### src/include/scan_arb_pkg.sv
package scan_arb_pkg;

  // ----------------------------------------------------------------
  // register map
  // ----------------------------------------------------------------
  localparam logic [7:0]  CTRL_OFF      = 8'h00;
  localparam logic [7:0]  LOW_ADDR_OFF  = 8'h04;
  localparam logic [7:0]  HIGH_ADDR_OFF = 8'h08;
  localparam logic [7:0]  TRIG_OFF      = 8'h0C;
  localparam logic [7:0]  DISABLE_OFF   = 8'h10;

  // control field positions
  localparam int MODE_LSB      = 0;
  localparam int IRQ_PRIO_BIT  = 3;
  localparam int INVALID_BIT   = 4;
  localparam int BUSY_BIT      = 5;
  localparam int RUN_BIT       = 6;
  localparam int SCAN_EN_BIT   = 7;
  localparam int DONE_FLAG_BIT = 8;
  localparam int CRC_GO_BIT    = 9;
  localparam int CRC_EN_BIT    = 10;

  // disable register field positions
  localparam int CRC_DIS_BIT   = 0;
  localparam int SCAN_DIS_BIT  = 1;

  localparam int ADDR_W = 22;
  localparam int TSEL_W = 4;

  localparam logic [ADDR_W-1:0] ADDR_RST    = 22'h000000;
  localparam logic [ADDR_W-1:0] IMPL_LIMIT  = 22'h01FFFF;
  localparam logic [31:0]       SLVERR_DATA = 32'h00000000;

  typedef enum logic [1:0] {
    MODE_CONCURRENT = 2'h0,
    MODE_BURST      = 2'h1,
    MODE_PEEK       = 2'h2,
    MODE_TRIGGERED  = 2'h3
  } scan_mode_t;

  typedef enum logic [3:0] {
    ST_IDLE  = 4'h1,
    ST_ARMED = 4'h2,
    ST_WAIT  = 4'h4,
    ST_READ  = 4'h8
  } scan_state_t;

endpackage : scan_arb_pkg

### src/logic/memory_scanner_mode_arbiter.sv
`timescale 1ns/1ps

module memory_scanner_mode_arbiter (
  input  wire logic        ref_clk,
  input  wire logic        rst,
  input  wire logic [7:0]  s_axi_awaddr,
  input  wire logic        s_axi_awvalid,
  output logic             s_axi_awready,
  input  wire logic [31:0] s_axi_wdata,
  input  wire logic [3:0]  s_axi_wstrb,
  input  wire logic        s_axi_wvalid,
  output logic             s_axi_wready,
  output logic [1:0]       s_axi_bresp,
  output logic             s_axi_bvalid,
  input  wire logic        s_axi_bready,
  input  wire logic [7:0]  s_axi_araddr,
  input  wire logic        s_axi_arvalid,
  output logic             s_axi_arready,
  output logic [31:0]      s_axi_rdata,
  output logic [1:0]       s_axi_rresp,
  output logic             s_axi_rvalid,
  input  wire logic        s_axi_rready,
  input  wire logic        scanner_fuse_enable,
  input  wire logic [15:0] trigger_in,
  input  wire logic        cpu_needs_memory,
  input  wire logic        cpu_run_set,
  input  wire logic        irq_request,
  input  wire logic        irq_active,
  input  wire logic        debug_halt,
  input  wire logic        halt_before_scan,
  input  wire logic        data_bp_entry,
  output logic             cpu_stall,
  output logic             irq_hold,
  output logic [21:0]      mem_addr,
  output logic             mem_read,
  input  wire logic [15:0] mem_rdata,
  input  wire logic        sum_ready,
  output logic [15:0]      sum_data,
  output logic             sum_valid,
  output logic             checksum_unit_disable,
  output logic             scanner_disabled
);

  // ----------------------------------------------------------------
  // state
  // ----------------------------------------------------------------
  typedef struct packed {
    logic                                   awready;
    logic                                   wready;
    logic                                   bvalid;
    logic [1:0]                             bresp;
    logic                                   rvalid;
    logic [31:0]                            rdata;
    logic [1:0]                             rresp;
    logic [7:0]                             awaddr;
    logic                                   aw_got;
    logic [31:0]                            wdata;
    logic                                   w_got;
    logic [1:0]                             mode;
    logic                                   prio;
    logic                                   scan_en;
    logic                                   run;
    logic                                   invalid;
    logic                                   done;
    logic                                   crc_en;
    logic                                   crc_go;
    logic                                   crc_dis;
    logic                                   scan_dis;
    logic [scan_arb_pkg::TSEL_W-1:0]        tsel;
    logic [scan_arb_pkg::ADDR_W-1:0]        low_addr;
    logic [scan_arb_pkg::ADDR_W-1:0]        high_addr;
    scan_arb_pkg::scan_state_t              st;
    logic                                   trig_prev;
    logic [15:0]                            word;
    logic                                   sum_valid;
  } state_t;

  state_t s_r;
  state_t s_nxt;
  logic [15:0] trig_meta_r;
  logic [15:0] trig_sync_r;

  // ----------------------------------------------------------------
  // helpers
  // ----------------------------------------------------------------
  function automatic logic is_conc(input logic [1:0] m);
    is_conc = (m == scan_arb_pkg::MODE_CONCURRENT) || (m == scan_arb_pkg::MODE_TRIGGERED);
  endfunction : is_conc

  logic        unit_off;
  logic        paused;
  logic        may_access;
  logic        run_vis;
  logic        trig_now;
  logic        at_end;
  logic [31:0] ctrl_word;

  assign unit_off = !scanner_fuse_enable || (s_r.scan_dis && scanner_fuse_enable);
  assign scanner_disabled      = unit_off;
  assign checksum_unit_disable = s_r.crc_dis;
  assign trig_now = trig_sync_r[s_r.tsel];

  always_comb begin
    // interrupt pause in burst; in concurrent/triggered
    paused = s_r.prio && irq_active && (s_r.mode != scan_arb_pkg::MODE_PEEK);
    // debug freeze; burst suspended on halt
    if (debug_halt) begin
      paused = 1'b1;
    end
    // halt just before scan defers it; data bp postpones
    if (is_conc(s_r.mode) && (halt_before_scan || data_bp_entry)) begin
      paused = 1'b1;
    end
  end

  always_comb begin
    may_access = !paused && sum_ready;
    // peek uses only dead cycles; follows actual execution
    if (s_r.mode == scan_arb_pkg::MODE_PEEK) begin
      may_access = may_access && !cpu_needs_memory;
    end
  end

  assign run_vis = s_r.run && !(paused && s_r.prio && irq_active &&
                                (s_r.mode != scan_arb_pkg::MODE_PEEK));
  assign at_end  = (s_r.low_addr == s_r.high_addr) || (s_r.low_addr >= scan_arb_pkg::IMPL_LIMIT);

  always_comb begin
    ctrl_word = 32'h00000000;
    ctrl_word[scan_arb_pkg::MODE_LSB +: 2]     = s_r.mode;
    ctrl_word[scan_arb_pkg::IRQ_PRIO_BIT]      = s_r.prio;
    ctrl_word[scan_arb_pkg::INVALID_BIT]       = s_r.invalid;
    ctrl_word[scan_arb_pkg::BUSY_BIT]          = (s_r.st != scan_arb_pkg::ST_IDLE);
    ctrl_word[scan_arb_pkg::RUN_BIT]           = run_vis;
    ctrl_word[scan_arb_pkg::SCAN_EN_BIT]       = s_r.scan_en;
    ctrl_word[scan_arb_pkg::DONE_FLAG_BIT]     = s_r.done;
    ctrl_word[scan_arb_pkg::CRC_GO_BIT]        = s_r.crc_go;
    ctrl_word[scan_arb_pkg::CRC_EN_BIT]        = s_r.crc_en;
  end

  // ----------------------------------------------------------------
  // cpu side outputs
  // ----------------------------------------------------------------
  always_comb begin
    cpu_stall = 1'b0;
    irq_hold  = 1'b0;
    if (s_r.run && (s_r.mode == scan_arb_pkg::MODE_BURST) && !paused) begin
      // burst stall while busy; released at scan end or while paused
      cpu_stall = (s_r.st != scan_arb_pkg::ST_IDLE);
      irq_hold  = !s_r.prio && irq_request;
    end else if (is_conc(s_r.mode) && s_r.st == scan_arb_pkg::ST_READ) begin
      // stall only during the access; access completes
      cpu_stall = 1'b1;
    end
  end

  assign mem_addr  = s_r.low_addr;
  assign mem_read  = (s_r.st == scan_arb_pkg::ST_READ);
  assign sum_data  = s_r.word;
  assign sum_valid = s_r.sum_valid;
  // no watchdog interaction: nothing here feeds a watchdog clear

  assign s_axi_awready = s_r.awready;
  assign s_axi_wready  = s_r.wready;
  assign s_axi_bvalid  = s_r.bvalid;
  assign s_axi_bresp   = s_r.bresp;
  assign s_axi_rvalid  = s_r.rvalid;
  assign s_axi_rdata   = s_r.rdata;
  assign s_axi_rresp   = s_r.rresp;

  // ----------------------------------------------------------------
  // next state
  // ----------------------------------------------------------------
  always_comb begin
    logic [31:0] wd;
    wd      = 32'h00000000;
    s_nxt   = s_r;
    s_nxt.awready = 1'b0;
    s_nxt.wready  = 1'b0;
    s_nxt.trig_prev = trig_now;
    if (s_r.sum_valid && sum_ready) begin
      s_nxt.sum_valid = 1'b0;
    end
    // bus write
    if (s_axi_awvalid && s_r.awready) begin
      s_nxt.awaddr = s_axi_awaddr;
      s_nxt.aw_got = 1'b1;
    end
    if (s_axi_wvalid && s_r.wready) begin
      s_nxt.wdata = s_axi_wdata;
      s_nxt.w_got = 1'b1;
    end
    if (!s_r.aw_got && !s_r.awready && !s_r.bvalid && s_axi_awvalid) begin
      s_nxt.awready = 1'b1;
    end
    if (!s_r.w_got && !s_r.wready && !s_r.bvalid && s_axi_wvalid) begin
      s_nxt.wready = 1'b1;
    end
    if (s_r.bvalid && s_axi_bready) begin
      s_nxt.bvalid = 1'b0;
    end
    if (s_r.aw_got && s_r.w_got && !s_r.bvalid) begin
      s_nxt.aw_got = 1'b0;
      s_nxt.w_got  = 1'b0;
      s_nxt.bvalid = 1'b1;
      s_nxt.bresp  = 2'h0;
      wd = s_r.wdata;
      case (s_r.awaddr)
        scan_arb_pkg::CTRL_OFF: begin
          s_nxt.mode    = wd[scan_arb_pkg::MODE_LSB +: 2];
          s_nxt.prio    = wd[scan_arb_pkg::IRQ_PRIO_BIT];
          s_nxt.scan_en = wd[scan_arb_pkg::SCAN_EN_BIT];
          s_nxt.crc_go  = wd[scan_arb_pkg::CRC_GO_BIT];
          s_nxt.crc_en  = wd[scan_arb_pkg::CRC_EN_BIT];
          if (!wd[scan_arb_pkg::INVALID_BIT]) begin
            s_nxt.invalid = 1'b0;
          end
          if (!wd[scan_arb_pkg::DONE_FLAG_BIT]) begin
            s_nxt.done = 1'b0;
          end
          if (!(s_r.run && s_r.mode == scan_arb_pkg::MODE_BURST)) begin
            s_nxt.run = wd[scan_arb_pkg::RUN_BIT] && !unit_off;
          end
        end
        scan_arb_pkg::LOW_ADDR_OFF:  s_nxt.low_addr  = wd[scan_arb_pkg::ADDR_W-1:0];
        scan_arb_pkg::HIGH_ADDR_OFF: s_nxt.high_addr = wd[scan_arb_pkg::ADDR_W-1:0];
        scan_arb_pkg::TRIG_OFF:      s_nxt.tsel      = wd[scan_arb_pkg::TSEL_W-1:0];
        scan_arb_pkg::DISABLE_OFF: begin
          s_nxt.crc_dis  = wd[scan_arb_pkg::CRC_DIS_BIT];
          s_nxt.scan_dis = wd[scan_arb_pkg::SCAN_DIS_BIT];
        end
        default: s_nxt.bresp = 2'h2;
      endcase
    end
    // bus read
    if (s_r.rvalid && s_axi_rready) begin
      s_nxt.rvalid = 1'b0;
    end
    // scan engine
    case (s_r.st)
      scan_arb_pkg::ST_IDLE: begin
        if (s_r.run && s_r.scan_en && s_r.crc_go && !cpu_run_set && !debug_halt) begin
          // triggered waits; start deferred by debug
          s_nxt.st = (s_r.mode == scan_arb_pkg::MODE_TRIGGERED) ?
                     scan_arb_pkg::ST_ARMED : scan_arb_pkg::ST_WAIT;
        end
      end
      scan_arb_pkg::ST_ARMED: begin
        if (trig_now && !s_r.trig_prev) begin
          s_nxt.st = scan_arb_pkg::ST_WAIT;
        end
      end
      scan_arb_pkg::ST_WAIT: begin
        // only when checksum path can accept
        if (may_access && !s_r.sum_valid) begin
          s_nxt.st = scan_arb_pkg::ST_READ;
        end
      end
      scan_arb_pkg::ST_READ: begin
        s_nxt.word      = mem_rdata;
        s_nxt.sum_valid = 1'b1;
        if (at_end) begin
          s_nxt.st   = scan_arb_pkg::ST_IDLE;
          s_nxt.run  = 1'b0;
          s_nxt.done = 1'b1;
        end else begin
          s_nxt.low_addr = s_r.low_addr + 22'h000001;
          s_nxt.st = scan_arb_pkg::ST_WAIT;
        end
      end
      default: s_nxt.st = scan_arb_pkg::ST_IDLE;
    endcase
    if (!s_nxt.run && s_r.st != scan_arb_pkg::ST_READ) begin
      s_nxt.st = scan_arb_pkg::ST_IDLE;
    end
    // abort on enable or start cleared
    if (s_r.run && (!s_nxt.scan_en || !s_nxt.crc_go || !s_nxt.crc_en || unit_off)) begin
      s_nxt.run     = 1'b0;
      s_nxt.st      = scan_arb_pkg::ST_IDLE;
      s_nxt.invalid = 1'b1;
    end
  end

  // ----------------------------------------------------------------
  // read channel
  // ----------------------------------------------------------------
  logic        ar_rdy_r;
  assign s_axi_arready = ar_rdy_r;

  always_ff @(posedge ref_clk) begin
    if (rst) begin
      ar_rdy_r <= 1'b0;
    end else begin
      ar_rdy_r <= s_axi_arvalid && !ar_rdy_r && !s_r.rvalid;
    end
  end

  // ----------------------------------------------------------------
  // registers
  // ----------------------------------------------------------------
  always_ff @(posedge ref_clk) begin
    if (rst) begin
      trig_meta_r <= 16'h0000;
      trig_sync_r <= 16'h0000;
    end else begin
      trig_meta_r <= trigger_in;
      trig_sync_r <= trig_meta_r;
    end
  end

  always_ff @(posedge ref_clk) begin
    if (rst) begin
      s_r           <= '0;
      s_r.st        <= scan_arb_pkg::ST_IDLE;
      s_r.low_addr  <= scan_arb_pkg::ADDR_RST;
      s_r.high_addr <= scan_arb_pkg::ADDR_RST;
    end else begin
      s_r <= s_nxt;
      if (s_axi_arvalid && ar_rdy_r) begin
        s_r.rvalid <= 1'b1;
        s_r.rresp  <= 2'h0;
        case (s_axi_araddr)
          scan_arb_pkg::CTRL_OFF:      s_r.rdata <= ctrl_word;
          scan_arb_pkg::LOW_ADDR_OFF:  s_r.rdata <= {10'h000, s_r.low_addr};
          scan_arb_pkg::HIGH_ADDR_OFF: s_r.rdata <= {10'h000, s_r.high_addr};
          scan_arb_pkg::TRIG_OFF:      s_r.rdata <= {28'h0000000, s_r.tsel};
          scan_arb_pkg::DISABLE_OFF:   s_r.rdata <= {30'h00000000, s_r.scan_dis, s_r.crc_dis};
          default: begin
            s_r.rdata <= scan_arb_pkg::SLVERR_DATA;
            s_r.rresp <= 2'h2;
          end
        endcase
      end
    end
  end

  // ----------------------------------------------------------------
  // checks
  // ----------------------------------------------------------------
  a_end_sets_done: assert property (@(posedge ref_clk) disable iff (rst)
    (s_r.st == scan_arb_pkg::ST_READ && at_end && s_r.run && s_nxt.run == 1'b0 &&
     !s_r.invalid && s_nxt.invalid == 1'b0) |=> (s_r.done && !s_r.run))
    else $error("scan end did not set done");
  a_peek_no_stall: assert property (@(posedge ref_clk) disable iff (rst)
    (s_r.mode == scan_arb_pkg::MODE_PEEK) |-> !cpu_stall)
    else $error("peek mode stalled cpu");
  a_peek_dead_cycle: assert property (@(posedge ref_clk) disable iff (rst)
    (s_r.mode == scan_arb_pkg::MODE_PEEK && $rose(mem_read)) |-> !$past(cpu_needs_memory))
    else $error("peek read in busy cycle");
  a_abort_invalid: assert property (@(posedge ref_clk) disable iff (rst)
    (s_r.run && !s_nxt.scan_en) |=> (s_r.invalid && !s_r.run))
    else $error("abort did not flag invalid");
  a_halt_freeze: assert property (@(posedge ref_clk) disable iff (rst)
    (debug_halt && s_r.st == scan_arb_pkg::ST_WAIT) |=> s_r.st != scan_arb_pkg::ST_READ)
    else $error("scanner accessed during halt");
  a_sum_accept: assert property (@(posedge ref_clk) disable iff (rst)
    (sum_valid && !sum_ready) |=> (sum_valid && $stable(sum_data)))
    else $error("checksum word dropped");
  a_irq_hold: assert property (@(posedge ref_clk) disable iff (rst)
    irq_hold |-> (!s_r.prio && s_r.mode == scan_arb_pkg::MODE_BURST))
    else $error("interrupt held off wrongly");
  a_trig_wait: assert property (@(posedge ref_clk) disable iff (rst)
    (s_r.st == scan_arb_pkg::ST_ARMED && !(trig_now && !s_r.trig_prev)) |=>
      s_r.st != scan_arb_pkg::ST_WAIT || !s_r.run)
    else $error("triggered scan started without edge");

endmodule : memory_scanner_mode_arbiter

### config.mk
export PLATFORM = sky130hd
export DESIGN_NAME = memory_scanner_mode_arbiter
export DESIGN_NICKNAME = d
export VERILOG_FILES = /design/src/include/scan_arb_pkg.sv /design/src/logic/memory_scanner_mode_arbiter.sv
export SDC_FILE = /design/constraint.sdc
export NUM_CORES = 1
export LEC_CHECK = 0
export BUFFER_PORTS_ARGS = -buffer_cell sky130_fd_sc_hd__buf_2
export CAP_MARGIN = 20
export CORE_UTILIZATION = 25
export CTS_BUF_LIST = sky130_fd_sc_hd__clkbuf_16
export CTS_CLUSTER_DIAMETER = 150
export DETAILED_ROUTE_END_ITERATION = 8
export PLACE_DENSITY = 0.5
export SLEW_MARGIN = 20
export SYNTH_ARGS = -nofsm -noshare
export SYNTH_HDL_FRONTEND = slang
export SYNTH_SLANG_ARGS = --single-unit
export TNS_END_PERCENT = 20
### constraint.sdc
create_clock -name ref_clk -period 3.9 [get_ports ref_clk]
set_input_delay 0.78 -clock ref_clk [delete_from_list [all_inputs] [get_ports ref_clk]]
set_output_delay 0.78 -clock ref_clk [all_outputs]
set_load 0.005 [all_outputs]
==> qor.txt <==
Slew HR: 0.2871
Worst skew pair latency: 0.44 ns
WP buf/inv: 3
Commonest non-fill, non-tap cell in the layout: dfxtp_1
Seq/Total Area, Yosys: 0.4276
RSZ-0062 raised after global routing: false
Crit Path Max Fanout: 21
CTS Buffer Depth: 2
Synth top area cells: dfxtp_1, buf_4, nand2_1
Post-CTS Setup Inserts: 0
Startpoint Class: flop
CP max stage cell: dfxtp_1
Crit path arrival time: 2.46 ns
Mapped Area: 8145 um2
Final hold violation count: 0
Post-DP HPWL: 16540 um
Syn Area/Cell: 8.610 um2
Core region area: 31800 um2
Clock sinks: 174
Worst setup margin: 0.6590 ns
CTS clk-pin slew, worst paths: 0.07 ns
Nets@finish: 1120
Post-synth EDFFs: 0
Num rows: 65
First-pass GRT wire length: 35390 um
Total die area: 33310 um2
CP Class: flop to output pin
Slew @ Worst Pin: 1.069 ns
Post-CTS Hold Fix Bufs: 0
Ys async rst share: 0
Max-Cap Viols: 0
Top-area cell type share of the netlist area: 0.4276
Tcrit/Tclk final: 0.8310
CP top delay family: buffers and inverters
Die Span Y: 182.5 um
TritonCTS Buffers: 17
GPL Wtd Cong: 0.7918
Clk_skew: 0.01490 ns
Fin crit period: 3.241 ns
Status: completed
# setup viols final: 0
Via Count: 6550
Peak supply drop: 0.2947 mV
Max incr delay on CP: 0.51 ns
Post-CTS sizing: 0
FMAX: 308.6 MHz
Vias per inst: 4.471
Placed insts: 1432
Largest net degree at the start of global routing: 50
Post-route cell area: 9354 um2
Ys flop type: dfxtp_1
Iter 0 DRT Violations: 336
CP Data Required Time: 3.12 ns
TritonCTS clock tree: done
Layout cells sized above 1: 0.2167
Setup TNS: 0 ns
Most frequent cells in the layout: dfxtp_1, buf_2, nand2_1, a21oi_1, nor2_1
Pwr dens: 385.6 nW/um2
Synth area leader: dfxtp_1
GRT overflow: 0
Residual DRC count: 0
Mapped Cells: 946
H-tree depth: 4
Initial Utilization: 0.2561
Synth Warn #: 0
Initial antenna violation count: 4
Wirelength per Cell: 15.48 um
# IOs: 185
Synth cell types: 67
Setup crit end kind: output pin
Post-route ant nets: 0
Area post-placement: 8801 um2
Max-slew violations: 0
GRT Total Usage: 0.1386
Chip Width: 182.5 um
Total power: 3.607 mW
Hold WC Path Type: flop to flop
Clk root buf: clkbuf_16
Number of synthesized register bits: 174
Routed Wire Length: 22670 um
Finished Layout Cells: 1465
Place WS: 1.059 ns
Vias in the first global route: 6208
IO buf count: 158
1st-pass router iterations: 5
P&R area growth vs syn: 14.84%
Worst path cell trace: nand3b_1, buf_4, clkinv_1, nand3_1, o21ai_0, buf_2
Static leakage: 3.680 nW
-- sequential cells by signal, indices dropped and copies added, names as in the netlist --
register               count
s_axi_awready              1
mem_addr                  22
trig_meta_r               16
ctrl_word                  8
s_axi_wready               1
sum_data                  16
checksum_unit_disable      1
s_axi_arready              1
s_axi_rdata               22
s_axi_rvalid               1
sum_valid                  1
s_axi_bvalid               1
s_axi_bresp                1
trig_sync_r               16
s_axi_rresp                1
s_r                       65
-- cells by family after synthesis --
| group | Yosys count | synth area share |
|---|---|---|
| other | 1 | 0.0004604 |
| buffers and inverters | 144 | 0.1075 |
| AOI/OAI and AO/OA | 166 | 0.1280 |
| xor gates and xnor gates | 23 | 0.02473 |
| and+or+nand+nor | 381 | 0.2289 |
| DFF | 174 | 0.4276 |
| adders and majority gates | 4 | 0.006145 |
| muxes | 53 | 0.07665 |
-- through the flow --
stage / hold WS, ns / utilization
2_1_floorplan: 0.4138 / -
3_3_place_gp: 0.4268 / 0.2768
3_5_place_dp: 0.4218 / 0.2768
4_1_cts: 0.4379 / 0.2941
5_1_grt: 0.4538 / 0.2941
6_report: 0.4363 / 0.2942
-- routing by layer --
layer	GRT usage	vias up	share of wire
met5	0	-	0.0022
met1	0.1817	3090	0.47
li1	-	3303	-
met4	0.03866	6	0.010
met2	0.2188	131	0.46
met3	0.04171	20	0.055
-- cells in the mapped netlist (all sizes together), types with 4 or more instances --
| cell type | n |
|---|---|
| nand2b | 9 |
| nand2 | 152 |
| nor4 | 9 |
| nor2 | 64 |
| and4 | 5 |
| a21oi | 78 |
| nor3 | 11 |
| nor4b | 5 |
| mux2i | 41 |
| inv | 11 |
| xor2 | 20 |
| o21ai | 22 |
| a31oi | 7 |
| a21o | 8 |
| a22oi | 13 |
| nand3 | 42 |
| nand3b | 10 |
| a22o | 13 |
| nor2b | 36 |
| and3 | 7 |
| clkbuf | 42 |
| a211oi | 6 |
| and2 | 10 |
| buf | 90 |
| or3 | 6 |
| ha | 4 |
| mux2 | 5 |
| mux4 | 7 |
| dfxtp | 174 |
-- final timing paths --
kind | from | endpoint | slack [ns] | depth (start not counted)
worst max-delay path | s_r[19] | cpu_stall | 0.66 | 6
worst min-delay path | trig_meta_r[0] | trig_sync_r[0] | 0.44 | 1
worst max register to register | mem_addr[0] | mem_addr[10] | 1.10 | 8
worst min register to register | trig_meta_r[0] | trig_sync_r[0] | 0.44 | 1
-- cell type report --
cell class,instances,area [um2]
inverter,12,45.04
antenna,1,2.502
fill,3474,22450
sequential,174,3483
timing repair buffer,172,898.4
multi-input combinational,639,3830
clock buffer,17,425.4
clock inverter,15,125.1
tap,435,544.3
-- where the power goes --
part | switching [mW] | internal (mW)
logic | 0.0879 | 0.0671
registers | 0.0199 | 1.81
clock network | 0.751 | 0.875
-- worst reg2reg max path, cell delays in order, from the launching register on --
cell,delay [ns]
dfxtp_1,0.38
ha_1,0.26
nand3_1,0.22
nor4b_2,0.13
a211oi_2,0.27
a21boi_2,0.49
buf_4,0.40
mux2_2,0.38
o211a_1,0.20
No activity file was read; power rests on OpenSTA's default activity.
